<file path="src/hdl/scr_pkg.sv">
// Constants shared by the smart card serial block
package scr_pkg;
	// ----------------------------------------------------------------
	// Timing
	// ----------------------------------------------------------------
	localparam int unsigned CLK_PERIOD_NS      = 10;
	localparam int unsigned CARD_CLK_PERIOD_NS = 125;
	// Longest period that fits, so round down
	localparam int unsigned CARD_DIV_DEF       = CARD_CLK_PERIOD_NS / CLK_PERIOD_NS;
	localparam int unsigned DIV_W              = 8;

	// ----------------------------------------------------------------
	// Character frame
	// ----------------------------------------------------------------
	localparam int unsigned DATA_W     = 8;
	localparam int unsigned ETU_W      = 9;
	localparam int unsigned BIT_W      = 4;
	localparam logic [ETU_W-1:0] ETU_LAST  = 9'h173;  // 372 basic clocks per bit
	localparam logic [ETU_W-1:0] SAMPLE_PT = 9'h0b9;  // 186th basic clock pulse
	localparam logic [BIT_W-1:0] START_BIT  = 4'h0;
	localparam logic [BIT_W-1:0] PARITY_BIT = 4'h9;   // tenth bit, after nine bit periods
	localparam logic [BIT_W-1:0] ERR_SLOT   = 4'h1;   // relative to parity sample point
	localparam logic [BIT_W-1:0] CHECK_BIT  = 4'h0;
	localparam logic [BIT_W-1:0] POST_LAST  = 4'h2;

	// ----------------------------------------------------------------
	// Reset values
	// ----------------------------------------------------------------
	localparam logic TX_EMPTY_RST = 1'b1;
	localparam logic TX_END_RST   = 1'b1;
	localparam logic LINE_IDLE    = 1'b1;

	typedef enum logic [2:0]
	{
		ST_IDLE    = 3'b000,
		ST_RX      = 3'b001,
		ST_RX_POST = 3'b010,
		ST_TX      = 3'b011,
		ST_TX_POST = 3'b100
	} scr_state_t;
endpackage

</file>
<file path="src/hdl/scr_smart_card.sv">
// Smart card serial engine: card clock, receive, transmit, retransfer
`timescale 1ns/100ps
module scr_smart_card
#(
	parameter int unsigned CARD_DIV = scr_pkg::CARD_DIV_DEF
)
(
	input  wire logic                      mclk,
	input  wire logic                      rst_n,
	input  wire logic                      cardModeBit,
	input  wire logic                      fixedClockModeBit,
	input  wire logic                      transmitEnableBit,
	input  wire logic                      receiveEnableBit,
	input  wire logic                      clockFixedLevelBit,
	input  wire logic                      clockOutputEnableBit,
	input  wire logic                      receiveIrqEnable,
	input  wire logic                      transmitIrqEnable,
	input  wire logic [scr_pkg::DATA_W-1:0] txData,
	input  wire logic                      txWrite,
	input  wire logic                      rxDmaRead,
	input  wire logic                      receiveFullClear,
	input  wire logic                      parityErrorClear,
	input  wire logic                      errorSignalClear,
	output logic      [scr_pkg::DATA_W-1:0] rxData,
	output logic                           receiveFullFlag,
	output logic                           parityErrorFlag,
	output logic                           errorSignalFlag,
	output logic                           transmitEndFlag,
	output logic                           transmitEmptyFlag,
	output logic                           receiveFullIrq,
	output logic                           transferErrorIrq,
	output logic                           transmitEmptyIrq,
	output logic                           sckOut,
	output logic                           sckOe,
	input  wire logic                      dataIn,
	output logic                           dataOut,
	output logic                           dataOe
);
	import scr_pkg::*;

	localparam logic [DIV_W-1:0] DIV_LAST = DIV_W'(CARD_DIV - 1);
	localparam logic [DIV_W-1:0] DIV_HALF = DIV_W'(CARD_DIV / 2);
	// Bit of the outgoing frame at a given bit index
	function automatic logic frameBit(input logic [DATA_W-1:0] d, input logic [BIT_W-1:0] idx);
		if (idx == PARITY_BIT)
			return ^d;
		if (idx == START_BIT)
			return 1'b0;
		return d[3'(idx - 4'h1)];
	endfunction

	// ----------------------------------------------------------------
	// Card clock generation
	// ----------------------------------------------------------------
	logic [DIV_W-1:0] divCnt_q, divCnt_d;
	logic             run_q, run_d;
	logic             sck_q, sck_d;
	logic             sckOe_q, sckOe_d;
	logic             basicTick;
	logic             clkWanted;
	// Run starts at period boundaries; it stops at one only in fixed clock mode, otherwise at once
	always_comb
	begin
		basicTick = (divCnt_q == DIV_LAST);
		clkWanted = cardModeBit & clockOutputEnableBit;
		divCnt_d  = basicTick ? '0 : divCnt_q + 1'b1;
		run_d     = run_q;
		if (!clkWanted && !fixedClockModeBit)
			run_d = 1'b0;
		else if (basicTick)
			run_d = clkWanted;
		sck_d     = run_q ? (divCnt_q >= DIV_HALF) : clockFixedLevelBit;
		sckOe_d   = cardModeBit | fixedClockModeBit | run_q;
	end
	always_ff @(posedge mclk)
	begin
		if (!rst_n)
		begin
			divCnt_q <= '0;
			run_q    <= 1'b0;
			sck_q    <= 1'b0;
			sckOe_q  <= 1'b0;
		end
		else
		begin
			divCnt_q <= divCnt_d;
			run_q    <= run_d;
			sck_q    <= sck_d;
			sckOe_q  <= sckOe_d;
		end
	end

	assign sckOut = sck_q;
	assign sckOe  = sckOe_q;

	// ----------------------------------------------------------------
	// Data line synchroniser
	// ----------------------------------------------------------------
	logic s1_q, s2_q, s3_q, line_q;
	// Level only accepted once two later stages agree
	always_ff @(posedge mclk)
	begin
		if (!rst_n)
		begin
			s1_q   <= LINE_IDLE;
			s2_q   <= LINE_IDLE;
			s3_q   <= LINE_IDLE;
			line_q <= LINE_IDLE;
		end
		else
		begin
			s1_q <= dataIn;
			s2_q <= s1_q;
			s3_q <= s2_q;
			if (s2_q == s3_q)
				line_q <= s3_q;
		end
	end

	// ----------------------------------------------------------------
	// Frame sequencer and flags
	// ----------------------------------------------------------------
	scr_state_t        state_q, state_d;
	logic [ETU_W-1:0]  etu_q, etu_d;
	logic [BIT_W-1:0]  bit_q, bit_d;
	logic [DATA_W-1:0] rxSh_q, rxSh_d;
	logic [DATA_W-1:0] rxData_q, rxData_d;
	logic [DATA_W-1:0] txData_q, txData_d;
	logic              bad_q, bad_d;
	logic              ers_q, ers_d;
	logic              rxFull_q, rxFull_d;
	logic              perr_q, perr_d;
	logic              transmit_end_flag_q, transmit_end_flag_d;
	logic              tempty_q, tempty_d;
	logic              dOut_q, dOut_d;
	logic              dOe_q, dOe_d;
	logic              rxGood, rxBad, errSeen, txDone, etuEnd;
	always_comb
	begin
		state_d  = state_q;
		etu_d    = etu_q;
		bit_d    = bit_q;
		rxSh_d   = rxSh_q;
		rxData_d = rxData_q;
		txData_d = txWrite ? txData : txData_q;
		bad_d    = bad_q;
		rxGood   = 1'b0;
		rxBad    = 1'b0;
		errSeen  = 1'b0;
		txDone   = 1'b0;
		etuEnd   = basicTick && (etu_q == ETU_LAST);
		// Bit timing: 372 basic clocks per bit
		if (basicTick && state_q != ST_IDLE)
		begin
			etu_d = etuEnd ? '0 : etu_q + 1'b1;
			bit_d = etuEnd ? bit_q + 1'b1 : bit_q;
		end
		unique case (state_q)
			ST_IDLE:
			begin
				etu_d = '0;
				bit_d = START_BIT;
				if (basicTick && cardModeBit && transmitEnableBit && !tempty_q)
					state_d = ST_TX;
				else if (basicTick && cardModeBit && receiveEnableBit && !line_q)
					state_d = ST_RX;
			end
			ST_RX:
			begin
				if (basicTick && etu_q == SAMPLE_PT)
				begin
					if (bit_q == START_BIT && line_q)
						state_d = ST_IDLE;              // false start, glitch
					else if (bit_q == PARITY_BIT)
					begin
						rxData_d = rxSh_q;              // kept even on bad parity
						bad_d    = ^{rxSh_q, line_q};
						rxBad    = bad_d;
						rxGood   = !bad_d;
						state_d  = ST_RX_POST;
						etu_d    = '0;
						bit_d    = START_BIT;
					end
					else if (bit_q != START_BIT)
						rxSh_d = {line_q, rxSh_q[DATA_W-1:1]};
				end
			end
			ST_RX_POST:
			begin
				if (etuEnd && bit_q == POST_LAST)
					state_d = ST_IDLE;
			end
			ST_TX:
			begin
				if (etuEnd && bit_q == PARITY_BIT)
				begin
					state_d = ST_TX_POST;
					bad_d   = 1'b0;
					bit_d   = START_BIT;                // Guard counts from frame end
				end
			end
			ST_TX_POST:
			begin
				if (etuEnd && bit_q == CHECK_BIT && !line_q)
				begin
					errSeen = 1'b1;
					bad_d   = 1'b1;
				end
				if (etuEnd && bit_q == POST_LAST)
				begin
					state_d = bad_q ? ST_TX : ST_IDLE;
					txDone  = !bad_q;
					bit_d   = START_BIT;                // Retransmit restarts at start bit
				end
			end
			default:
				state_d = ST_IDLE;
		endcase
		// Set wins over any clear in the same cycle
		rxFull_d = rxGood | (rxFull_q & ~(rxDmaRead | receiveFullClear));
		perr_d   = rxBad | (perr_q & ~parityErrorClear);
		ers_d    = errSeen | (ers_q & ~errorSignalClear);
		transmit_end_flag_d   = txDone | (transmit_end_flag_q & ~txWrite);
		tempty_d = txDone | (tempty_q & ~txWrite);
		// Line drive: frame bits in transmit, error slot on bad receive
		dOe_d  = (state_q == ST_TX) || (state_q == ST_RX_POST && bad_q && bit_q == ERR_SLOT);
		dOut_d = (state_q == ST_TX) ? frameBit(txData_q, bit_q) : 1'b0;
	end
	always_ff @(posedge mclk)
	begin
		if (!rst_n)
		begin
			state_q  <= ST_IDLE;
			etu_q    <= '0;
			bit_q    <= '0;
			rxSh_q   <= '0;
			rxData_q <= '0;
			txData_q <= '0;
			bad_q    <= 1'b0;
			ers_q    <= 1'b0;
			rxFull_q <= 1'b0;
			perr_q   <= 1'b0;
			transmit_end_flag_q   <= TX_END_RST;
			tempty_q <= TX_EMPTY_RST;
			dOut_q   <= 1'b0;
			dOe_q    <= 1'b0;
		end
		else
		begin
			state_q  <= state_d;
			etu_q    <= etu_d;
			bit_q    <= bit_d;
			rxSh_q   <= rxSh_d;
			rxData_q <= rxData_d;
			txData_q <= txData_d;
			bad_q    <= bad_d;
			ers_q    <= ers_d;
			rxFull_q <= rxFull_d;
			perr_q   <= perr_d;
			transmit_end_flag_q   <= transmit_end_flag_d;
			tempty_q <= tempty_d;
			dOut_q   <= dOut_d;
			dOe_q    <= dOe_d;
		end
	end
	// Flags and requests to the CPU and DMA
	assign rxData            = rxData_q;
	assign receiveFullFlag   = rxFull_q;
	assign parityErrorFlag   = perr_q;
	assign errorSignalFlag   = ers_q;
	assign transmitEndFlag   = transmit_end_flag_q;
	assign transmitEmptyFlag = tempty_q;
	assign receiveFullIrq    = receiveIrqEnable & rxFull_q;
	assign transferErrorIrq  = receiveIrqEnable & (perr_q | ers_q);
	assign transmitEmptyIrq  = transmitIrqEnable & transmit_end_flag_q;
	assign dataOut           = dOut_q;
	assign dataOe            = dOe_q;
endmodule

</file>
<file path="config.mk">
export PLATFORM = sky130hd
export DESIGN_NAME = scr_smart_card
export DESIGN_NICKNAME = d
export VERILOG_FILES = /design/src/hdl/scr_pkg.sv /design/src/hdl/scr_smart_card.sv
export SDC_FILE = /design/constraint.sdc
export NUM_CORES = 1
export LEC_CHECK = 0
export BUFFER_PORTS_ARGS = -buffer_cell sky130_fd_sc_hd__buf_2
export CELL_PAD_IN_SITES_DETAIL_PLACEMENT = 1
export CELL_PAD_IN_SITES_GLOBAL_PLACEMENT = 1
export CORE_ASPECT_RATIO = 1.25
export CORE_MARGIN = 3
export CORE_UTILIZATION = 47
export DETAILED_ROUTE_END_ITERATION = 7
export GPL_ROUTABILITY_DRIVEN = 0
export GPL_TIMING_DRIVEN = 1
export HOLD_SLACK_MARGIN = 0.02
export PLACE_DENSITY_LB_ADDON = 0.1
export SLEW_MARGIN = 20
export SYNTH_ARGS = -nofsm -noshare
export SYNTH_HDL_FRONTEND = slang
export SYNTH_SLANG_ARGS = --single-unit
</file>
<file path="constraint.sdc">
create_clock -name mclk -period 2.9 [get_ports mclk]
set_input_delay 0.725 -clock mclk [delete_from_list [all_inputs] [get_ports mclk]]
set_output_delay 0.725 -clock mclk [all_outputs]
set_load 0.005 [all_outputs]
</file>
==> run_results.csv, run 1 <==
group,metric,value,unit
clock_tree,hold_buffers,0,
sta,setup_violations,0,
placement,port_buffers,43,
sta,worst_pin_slew,681,ps
floorplan,coreArea,6290,sq um
placement,dp_hpwl,5.44,mm
routing,wire_per_inst,15.9,um
logic_synthesis,yosysTopAreaCellShare,40.8,%
clock_tree,cts-root-buf,"clkbuf_8",
placement,dp_cells,450,
clock_tree,cts_tree,"yes",
logic_synthesis,synth_ff_type,"dfxtp_1",
sta,slew_headroom,54.4,%
global_route,grt_pass1_vias,2620,
critical_path,cp-end-kind,"register",
sta,fin_crit,2370,ps
routing,drcViolationCount,0,
sta,hold_violations,0,
placement,dp_slack,554,ps
finish,fillers,765,
logic_synthesis,synthTopCellsByCount,"63 x dfxtp_1, 58 x nor2_1, 28 x mux2i_1, 21 x nand2_1, 20 x xnor2_1",
clock_tree,clock_latency,340,ps
clock_tree,cts.path.max_buffers,2,
clock_tree,clkTransAtPathRegs,70,ps
finish,fin_cells,465,
global_route,grt-ovfl-total,0,
floorplan,die_w,78.5,um
sta,rsz0062_at_grt,"no",
sta,fin_ws,532,ps
logic_synthesis,async_flop_share,0,%
finish,antenna_cells,0,
hold_path,hp-class,"reg2reg",
logic_synthesis,yosys_warnings,0,
floorplan,fp.dieH,96.7,um
logic_synthesis,synth_edf_count,0,
power,peakVddDrop,0.446,mV
global_route,grt_max_degree,28,
logic_synthesis,synth_cell_type_count,54,
run_status,status,"completed",
logic_synthesis,syn_avg_cell_area,9.31,sq um
finish,nets,408,
finish,layout-drive-gt1-share,20.3,%
sta,fin_setup_tns,0,ps
critical_path,cp.required,3130,ps
clock_tree,cts_made_buffers,9,
global_route,track_usage,20.8,%
critical_path,crit_type,"reg2reg",
clock_tree,cts_resized,0,
sta,slew_viol_final,0,
sta,period_share,81.6,%
floorplan,row_count,32,
power,power_leakage,0.00159,uW
logic_synthesis,yosys.area.top_type,"dfxtp_1",
clock_tree,htree_levels,3,
logic_synthesis,syn_area,3090,sq um
finish,areaGrowthSynthToFinish,16.0,%
logic_synthesis,synth_area_leaders,"dfxtp_1 41%, mux2i_1 9.1%, nor2_1 7.0%",
routing,via_per_inst,5.47,
routing,vias,2543,
power,powerDensity,515,nW/um^2
routing,ant_nets,0,
clock_tree,cts_sinks,63,
logic_synthesis,synth_fp_nets,364,
routing,routed_wl,7.41,mm
clock_tree,post-cts-setup-buffer-count,0,
global_route,grt_pass1_wl,12.5,mm
floorplan,start_util,49.2,%
critical_path,startpoint_type,"register",
floorplan,num_io_pins,44,
routing,drt_iter0_drc,130,
logic_synthesis,syn_inst,332,
floorplan,die_area,7590,sq um
critical_path,cp_max_fo,6,
routing,first_pass_iters,4,
critical_path,cp_data_arrival_time,2590,ps
logic_synthesis,yosysSeqAreaShare,40.8,%
logic_synthesis,ys_ff_latch,63,
sta,fmax,422,MHz
logic_synthesis,yosysMostFrequentCell,"dfxtp_1",
job,cap_viol_max_count,0,
global_route,antenna_found_initial,0,
sta,finClkSkew,8.38,ps
logic make-up after synthesis:
logic type / synth area share, %
DFF: 40.8
muxes: 10.5
xor gates and xnor gates: 9.35
adders and majority gates: 3.24
AOI/OAI and AO/OA: 9.56
buffers and inverters: 3.64
and+or+nand+nor: 22.9
power by group:
part           switching [uW]  internal, uW  total (uW)
combinational            69.2          61.0         130
sequential               18.4           883         901
clock                     329           486         815
worst max-delay path: stages, from the launching register on:
cell	delay (ps)
dfxtp_1	380
inv_1	140
ha_1	220
nor3b_2	450
a21oi_1	210
a22o_1	250
a2111o_1	460
mux2i_1	150
layout make-up:
| type | instances | area [sq um] | share of cell area, % |
|---|---|---|---|
| clock buffers | 13 | 179 | 4.99 |
| multi-input cells | 245 | 1720 | 47.9 |
| repair buffers | 47 | 245 | 6.84 |
| clock inverters | 2 | 37.5 | 1.05 |
| flip-flops and latches | 63 | 1260 | 35.2 |
| well taps | 85 | 106 | 2.97 |
| inverters | 10 | 37.5 | 1.05 |
placed cells by master, fill, tap and decap left out, types with 3 or more instances in the layout:
cell type	n
nand2_1	21
o21ai_0	6
a31oi_1	3
inv_1	10
xor2_1	13
mux2i_1	28
dfxtp_1	63
nand4_1	5
buf_2	43
xnor2_1	20
and3_1	4
nor3_1	6
nand3_1	12
buf_4	4
clkbuf_8	13
ha_1	8
a21oi_1	6
and2_1	6
nor2_1	58
nand2b_1	5
metrics by stage:
stage	utilization [%]	cell area [sq um]	total power, uW	hold slack [ps]
after floorplan	-	3090	1000	386
after global placement	53.6	3370	1050	389
after detailed placement	53.6	3370	1050	399
after CTS	57.0	3580	1860	415
after global routing	57.0	3580	1920	437
final	57.0	3580	1850	410
flip-flops by register name (all words and copies together) (netlist names), 3 cells and up:
register,cells
txData_q,8
rxData,8
rxSh_q,8
divCnt_q,8
bit_q,4
etu_q,9
state_q,3
final timing paths:
path / start / end / slack (ps) / cells after the start
max: bit_q[0] / state_q[0] / 530 / 7
min: s1_q / s2_q / 410 / 1
max reg2reg: bit_q[0] / state_q[0] / 530 / 7
min reg2reg: s1_q / s2_q / 410 / 1
routing by layer:
metal	track usage, %	routed length (um)	vias up
met5	0	0	-
met4	9.69	163	0
li1	-	-	1242
met1	23.8	3090	1242
met3	3.63	243	15
met2	36.9	3920	44
(Power assumes the default switching activity.)
==> run 2, diff against run 1 <==
Settings changed: CORE_UTILIZATION 47 to 39.
Clock period 2.9 ns to 2.1 ns, I/O delays scaled along.
==> run 2 against run 1 <==
Flip-flop and latch count stayed put; total power rose by 37%; combinational power up 56%; die area is 19% higher; register-to-register slack got worse by 390 ps; clock skew increased by 1.7 ps; setup slack worse by 390 ps; maximum frequency up 21%; final cell count grew 5.6%; critical path depth is the same; via count increased by 0.71%; sequential share of layout area decreased by 1.5 points; critical path type unchanged; largest cell class unchanged; largest power group unchanged.
==> run_results.csv, run 2 (synthesis gave the netlist of run 1 again) <==
group,metric,value,unit
clock_tree,cts_tree,"yes",
critical_path,cp_slowest_stage_delay,380,ps
power,powerDensity,678,nW/um^2
global_route,grt_max_degree,21,
sta,rsz0062_at_grt,"no",
power,power_leakage,0.00168,uW
finish,regMostFlops,"etu_q",
floorplan,fp.dieH,106,um
finish,final_cell_mix,"62 x dfxtp_1, 58 x nor2_1, 43 x buf_2",
floorplan,num_io_pins,44,
global_route,grt-ovfl-total,0,
critical_path,startpoint_type,"register",
power,pwr-share-seq,48.8,%
finish,final_common_cell,"dfxtp_1",
job,cap_viol_max_count,0,
global_route,antenna_found_initial,0,
critical_path,cp_data_arrival_time,2190,ps
placement,dp_hpwl,5.86,mm
placement,port_buffers,43,
floorplan,coreArea,7530,sq um
finish,areaGrowthSynthToFinish,21.2,%
floorplan,die_area,9040,sq um
critical_path,cp-end-kind,"register",
routing,drt_iter0_drc,104,
sta,period_share,93.1,%
sta,fin_setup_tns,0,ps
routing,drcViolationCount,0,
power,p_comb_share,8.0,%
clock_tree,cts-root-buf,"clkbuf_8",
clock_tree,clock_latency,340,ps
run_status,status,"completed",
routing,routed_wl,7.59,mm
critical_path,crit_cells,7,
global_route,grt_pass1_wl,13.1,mm
critical_path,crit_end,"bit_q[0]",
floorplan,die_w,85.6,um
clock_tree,post-cts-setup-buffer-count,0,
finish,layout-drive-gt1-share,24.3,%
placement,place_area,3540,sq um
routing,ant_nets,0,
sta,finClkSkew,10.1,ps
finish,final_area,3740,sq um
power,switchingPower,634,uW
finish,fillers,916,
sta,fin_crit,1960,ps
finish,largest_register_ffs,9,
clock_tree,cts_resized,0,
sta,slew_headroom,56.4,%
floorplan,start_util,41.0,%
clock_tree,cts_sinks,63,
critical_path,crit_family,"compound AO/OA/AOI/OAI gates",
sta,setup_violations,0,
power,internal-power,1900,uW
critical_path,regToRegEndpoint,"bit_q[0]",
finish,nets,426,
critical_path,r2r-start,"divCnt_q[1]",
power,swShare,25.0,%
critical_path,ff2ff_path_depth,7,
hold_path,hp-class,"in2reg",
power,clockPowerShare,43.2,%
routing,via_per_inst,5.22,
critical_path,cp_cell_sequence,"ha_1 -> and3b_1 -> and2_4 -> a41oi_1 -> o41ai_2 -> buf_4 -> nor2_1",
sta,hold_violations,0,
critical_path,critPathBufInv,1,
critical_path,crit_start,"divCnt_q[1]",
clock_tree,clkTransAtPathRegs,80,ps
finish,antenna_cells,0,
critical_path,reg2reg_setup_slack,140,ps
routing,vias,2561,
routing,wire_per_inst,15.5,um
power,peakVddDrop,0.374,mV
finish,fin_util,49.7,%
global_route,grt_pass1_vias,2687,
clock_tree,cts.path.max_buffers,2,
clock_tree,cts_made_buffers,9,
floorplan,row_count,35,
sta,slew_viol_final,0,
critical_path,cp.required,2330,ps
clock_tree,hold_buffers,0,
routing,first_pass_iters,4,
critical_path,crit_type,"reg2reg",
clock_tree,htree_levels,3,
critical_path,critPathSlowestCell,"dfxtp_2",
sta,worst_pin_slew,654,ps
critical_path,cp_max_fo,10,
sta,fmax,511,MHz
global_route,track_usage,18.1,%
-- run 2: routing by layer --
metal | track usage, % | vias to the layer above | wire length, um
met5 | 0 | - | 0
met4 | 7.24 | 0 | 144
met2 | 31.3 | 41 | 3950
li1 | - | 1269 | -
met1 | 21.3 | 1238 | 3200
met3 | 4.30 | 13 | 303
-- run 2: worst min path at each step --
stage / slack, ps / startpoint / end / depth (start not counted)
finish: 350 / parityErrorClear / parityErrorFlag / 2
global route: 350 / parityErrorClear / parityErrorFlag / 2
CTS: 330 / parityErrorClear / parityErrorFlag / 2
detailed placement: 400 / s1_q / s2_q / 1
global placement: 390 / s1_q / s2_q / 1
floorplan: 390 / s1_q / s2_q / 1
-- run 2: layout make-up --
type | count | area [sq um] | share of cell area [%]
clock buffer | 10 | 138 | 3.68
clock inverter | 6 | 68.8 | 1.84
inverter | 10 | 37.5 | 1.00
multi-input combinational | 245 | 1720 | 45.9
sequential | 63 | 1260 | 33.7
tap | 92 | 115 | 3.07
timing repair buffer | 65 | 405 | 10.8
-- run 2: through the flow --
| step | hold WS [ps] | setup slack (ps) | cells | total power [uW] |
|---|---|---|---|---|
| floorplan | 386 | 133 | 332 | 1390 |
| global placement | 388 | 139 | 475 | 1460 |
| detailed placement | 397 | 69.3 | 475 | 1470 |
| CTS | 329 | 12.5 | 491 | 2580 |
| global route | 353 | 12.8 | 491 | 2650 |
| finish | 354 | 145 | 491 | 2540 |
-- run 2: power groups by stage --
stage	clock [uW]	combinational (uW)	sequential, uW
final	1100	203	1240
after floorplan	0	122	1260
after global routing	1170	228	1240
after detailed placement	0	206	1270
after CTS	1130	207	1240
after global placement	0	199	1270
==> run 3, diff against run 2 <==
Settings changed: CORE_ASPECT_RATIO 1.25 to default.
==> run 3 against run 2 <==
Final area grew 0.47%; clock skew fell by 4.9 ps; critical path type unchanged; non-clock buffer count rose by 6; flip-flop and latch count is the same; sequential power about the same.
==> run_results.csv, run 3 (synthesis gave the netlist of run 1 again) <==
group,metric,value,unit
critical_path,reg2reg_setup_slack,80,ps
sta,fmax,495,MHz
routing,drt_iter0_drc,107,
hold_path,hp-class,"in2reg",
finish,final_common_cell,"dfxtp_1",
routing,wire_per_inst,15.2,um
power,swShare,25.3,%
routing,drcViolationCount,0,
clock_tree,cts_made_buffers,9,
finish,final_cell_mix,"61 x dfxtp_1, 58 x nor2_1, 43 x buf_2",
power,internal-power,1760,uW
sta,finClkSkew,5.16,ps
placement,dp_hpwl,5.66,mm
global_route,antenna_found_initial,0,
clock_tree,htree_levels,3,
finish,multi_input_area,1730,sq um
critical_path,crit_type,"reg2reg",
floorplan,fp.dieH,95.0,um
hold_path,hold_depth,2,
finish,areaGrowthSynthToFinish,21.7,%
critical_path,critPathSlowestCell,"o41a_1",
finish,fillers,917,
critical_path,crit_family,"compound AO/OA/AOI/OAI gates",
hold_path,min_to,"parityErrorFlag",
sta,slew_viol_final,0,
sta,setup_violations,0,
routing,routed_wl,7.63,mm
critical_path,cp_cell_sequence,"ha_1 -> nand2_1 -> nor4_4 -> buf_6 -> a31oi_4 -> o41a_1 -> a311oi_1",
finish,layout-drive-gt1-share,25.5,%
critical_path,r2r-start,"etu_q[0]",
power,power_leakage,0.00171,uW
sta,slew_headroom,58.0,%
routing,ant_nets,0,
floorplan,row_count,31,
power,p_comb_share,8.8,%
power,switchingPower,596,uW
global_route,grt-ovfl-total,0,
clock_tree,cts_tree,"yes",
sta,hold_ws,350,ps
floorplan,die_area,9030,sq um
floorplan,num_io_pins,44,
placement,dp_slack,10.2,ps
finish,antenna_cells,0,
routing,via_per_inst,5.10,
job,cap_viol_max_count,0,
critical_path,cp_max_fo,6,
hold_path,hp-start,"parityErrorClear",
global_route,grt_pass1_wl,12.5,mm
clock_tree,cts_sinks,63,
critical_path,ff2ff_path_depth,7,
floorplan,coreArea,7490,sq um
critical_path,regToRegEndpoint,"bad_q",
global_route,grt_max_degree,21,
critical_path,cp_data_arrival_time,2270,ps
critical_path,critPathBufInv,1,
sta,period_share,96.1,%
clock_tree,cts-root-buf,"clkbuf_8",
floorplan,die_w,95.0,um
sta,hold_violations,0,
clock_tree,hold_buffers,0,
power,clockPowerShare,38.7,%
power,powerDensity,627,nW/um^2
finish,regMostFlops,"etu_q",
critical_path,cp.required,2350,ps
finish,nets,432,
floorplan,start_util,41.3,%
power,peakVddDrop,0.317,mV
clock_tree,clock_latency,340,ps
sta,fin_crit,2020,ps
placement,port_buffers,43,
global_route,grt_pass1_vias,2622,
finish,seq_area,1260,sq um
critical_path,cp_slowest_stage_delay,470,ps
global_route,track_usage,17.9,%
clock_tree,cts.path.max_buffers,2,
routing,first_pass_iters,4,
run_status,status,"completed",
sta,worst_pin_slew,630,ps
power,pwr-share-seq,52.5,%
critical_path,cp-end-kind,"register",
routing,vias,2564,
critical_path,startpoint_type,"register",
sta,fin_ws,81.6,ps
clock_tree,clkTransAtPathRegs,70,ps
finish,largest_register_ffs,9,
run 3: power groups by stage:
| stage | Sequential [uW] | Clock, uW | Combinational (uW) |
|---|---|---|---|
| floorplan | 1260 | 0 | 122 |
| global placement | 1260 | 0 | 196 |
| detailed placement | 1270 | 0 | 200 |
| CTS | 1240 | 942 | 208 |
| global route | 1240 | 999 | 230 |
| finish | 1240 | 914 | 207 |
run 3: per-layer routing:
metal	vias to the layer above	part of all wire [%]	global-route usage, %
met5	-	0	0
met4	0	1.6	7.45
met3	11	3.0	3.31
met2	37	49	29.7
met1	1233	46	22.9
li1	1283	-	-
run 3: what timing repair did:
item,4_1_cts,5_1_grt
endpoints found under the setup margin,8,9
resized for setup,0,6
setup buffers,2,1
pin swaps,1,2
run 3: final cells by class:
class                   instances  share of cell area [%]
clock inverters                 5                   0.665
repair buffers                 71                    11.7
flip-flops and latches         63                    33.6
well taps                      99                    3.29
clock buffers                  10                    3.66
inverters                      10                   0.998
multi-input cells             245                    46.1
run 3: stage by stage:
step                utilization (%)  area (sq um)  cells  setup TNS [ps]  power, uW
global placement               47.5          3550    485               0       1460
finish                         50.3          3760    503               0       2360
floorplan                         -          3090    332               0       1390
CTS                            49.9          3730    502               0       2390
detailed placement             47.5          3550    485               0       1470
global route                   50.3          3760    503           -27.1       2470
run 3: worst max-delay path by stage:
stage                      startpoint          to  slack, ps  cells past startpoint
after global routing         etu_q[0]  state_q[0]        -10                      7
final                        etu_q[0]       bad_q         80                      7
after global placement       etu_q[7]    bit_q[0]         70                      6
after detailed placement  divCnt_q[1]    etu_q[0]         10                      6
after floorplan           divCnt_q[0]       bad_q        130                      7
after CTS                    etu_q[0]       bad_q         30                      6
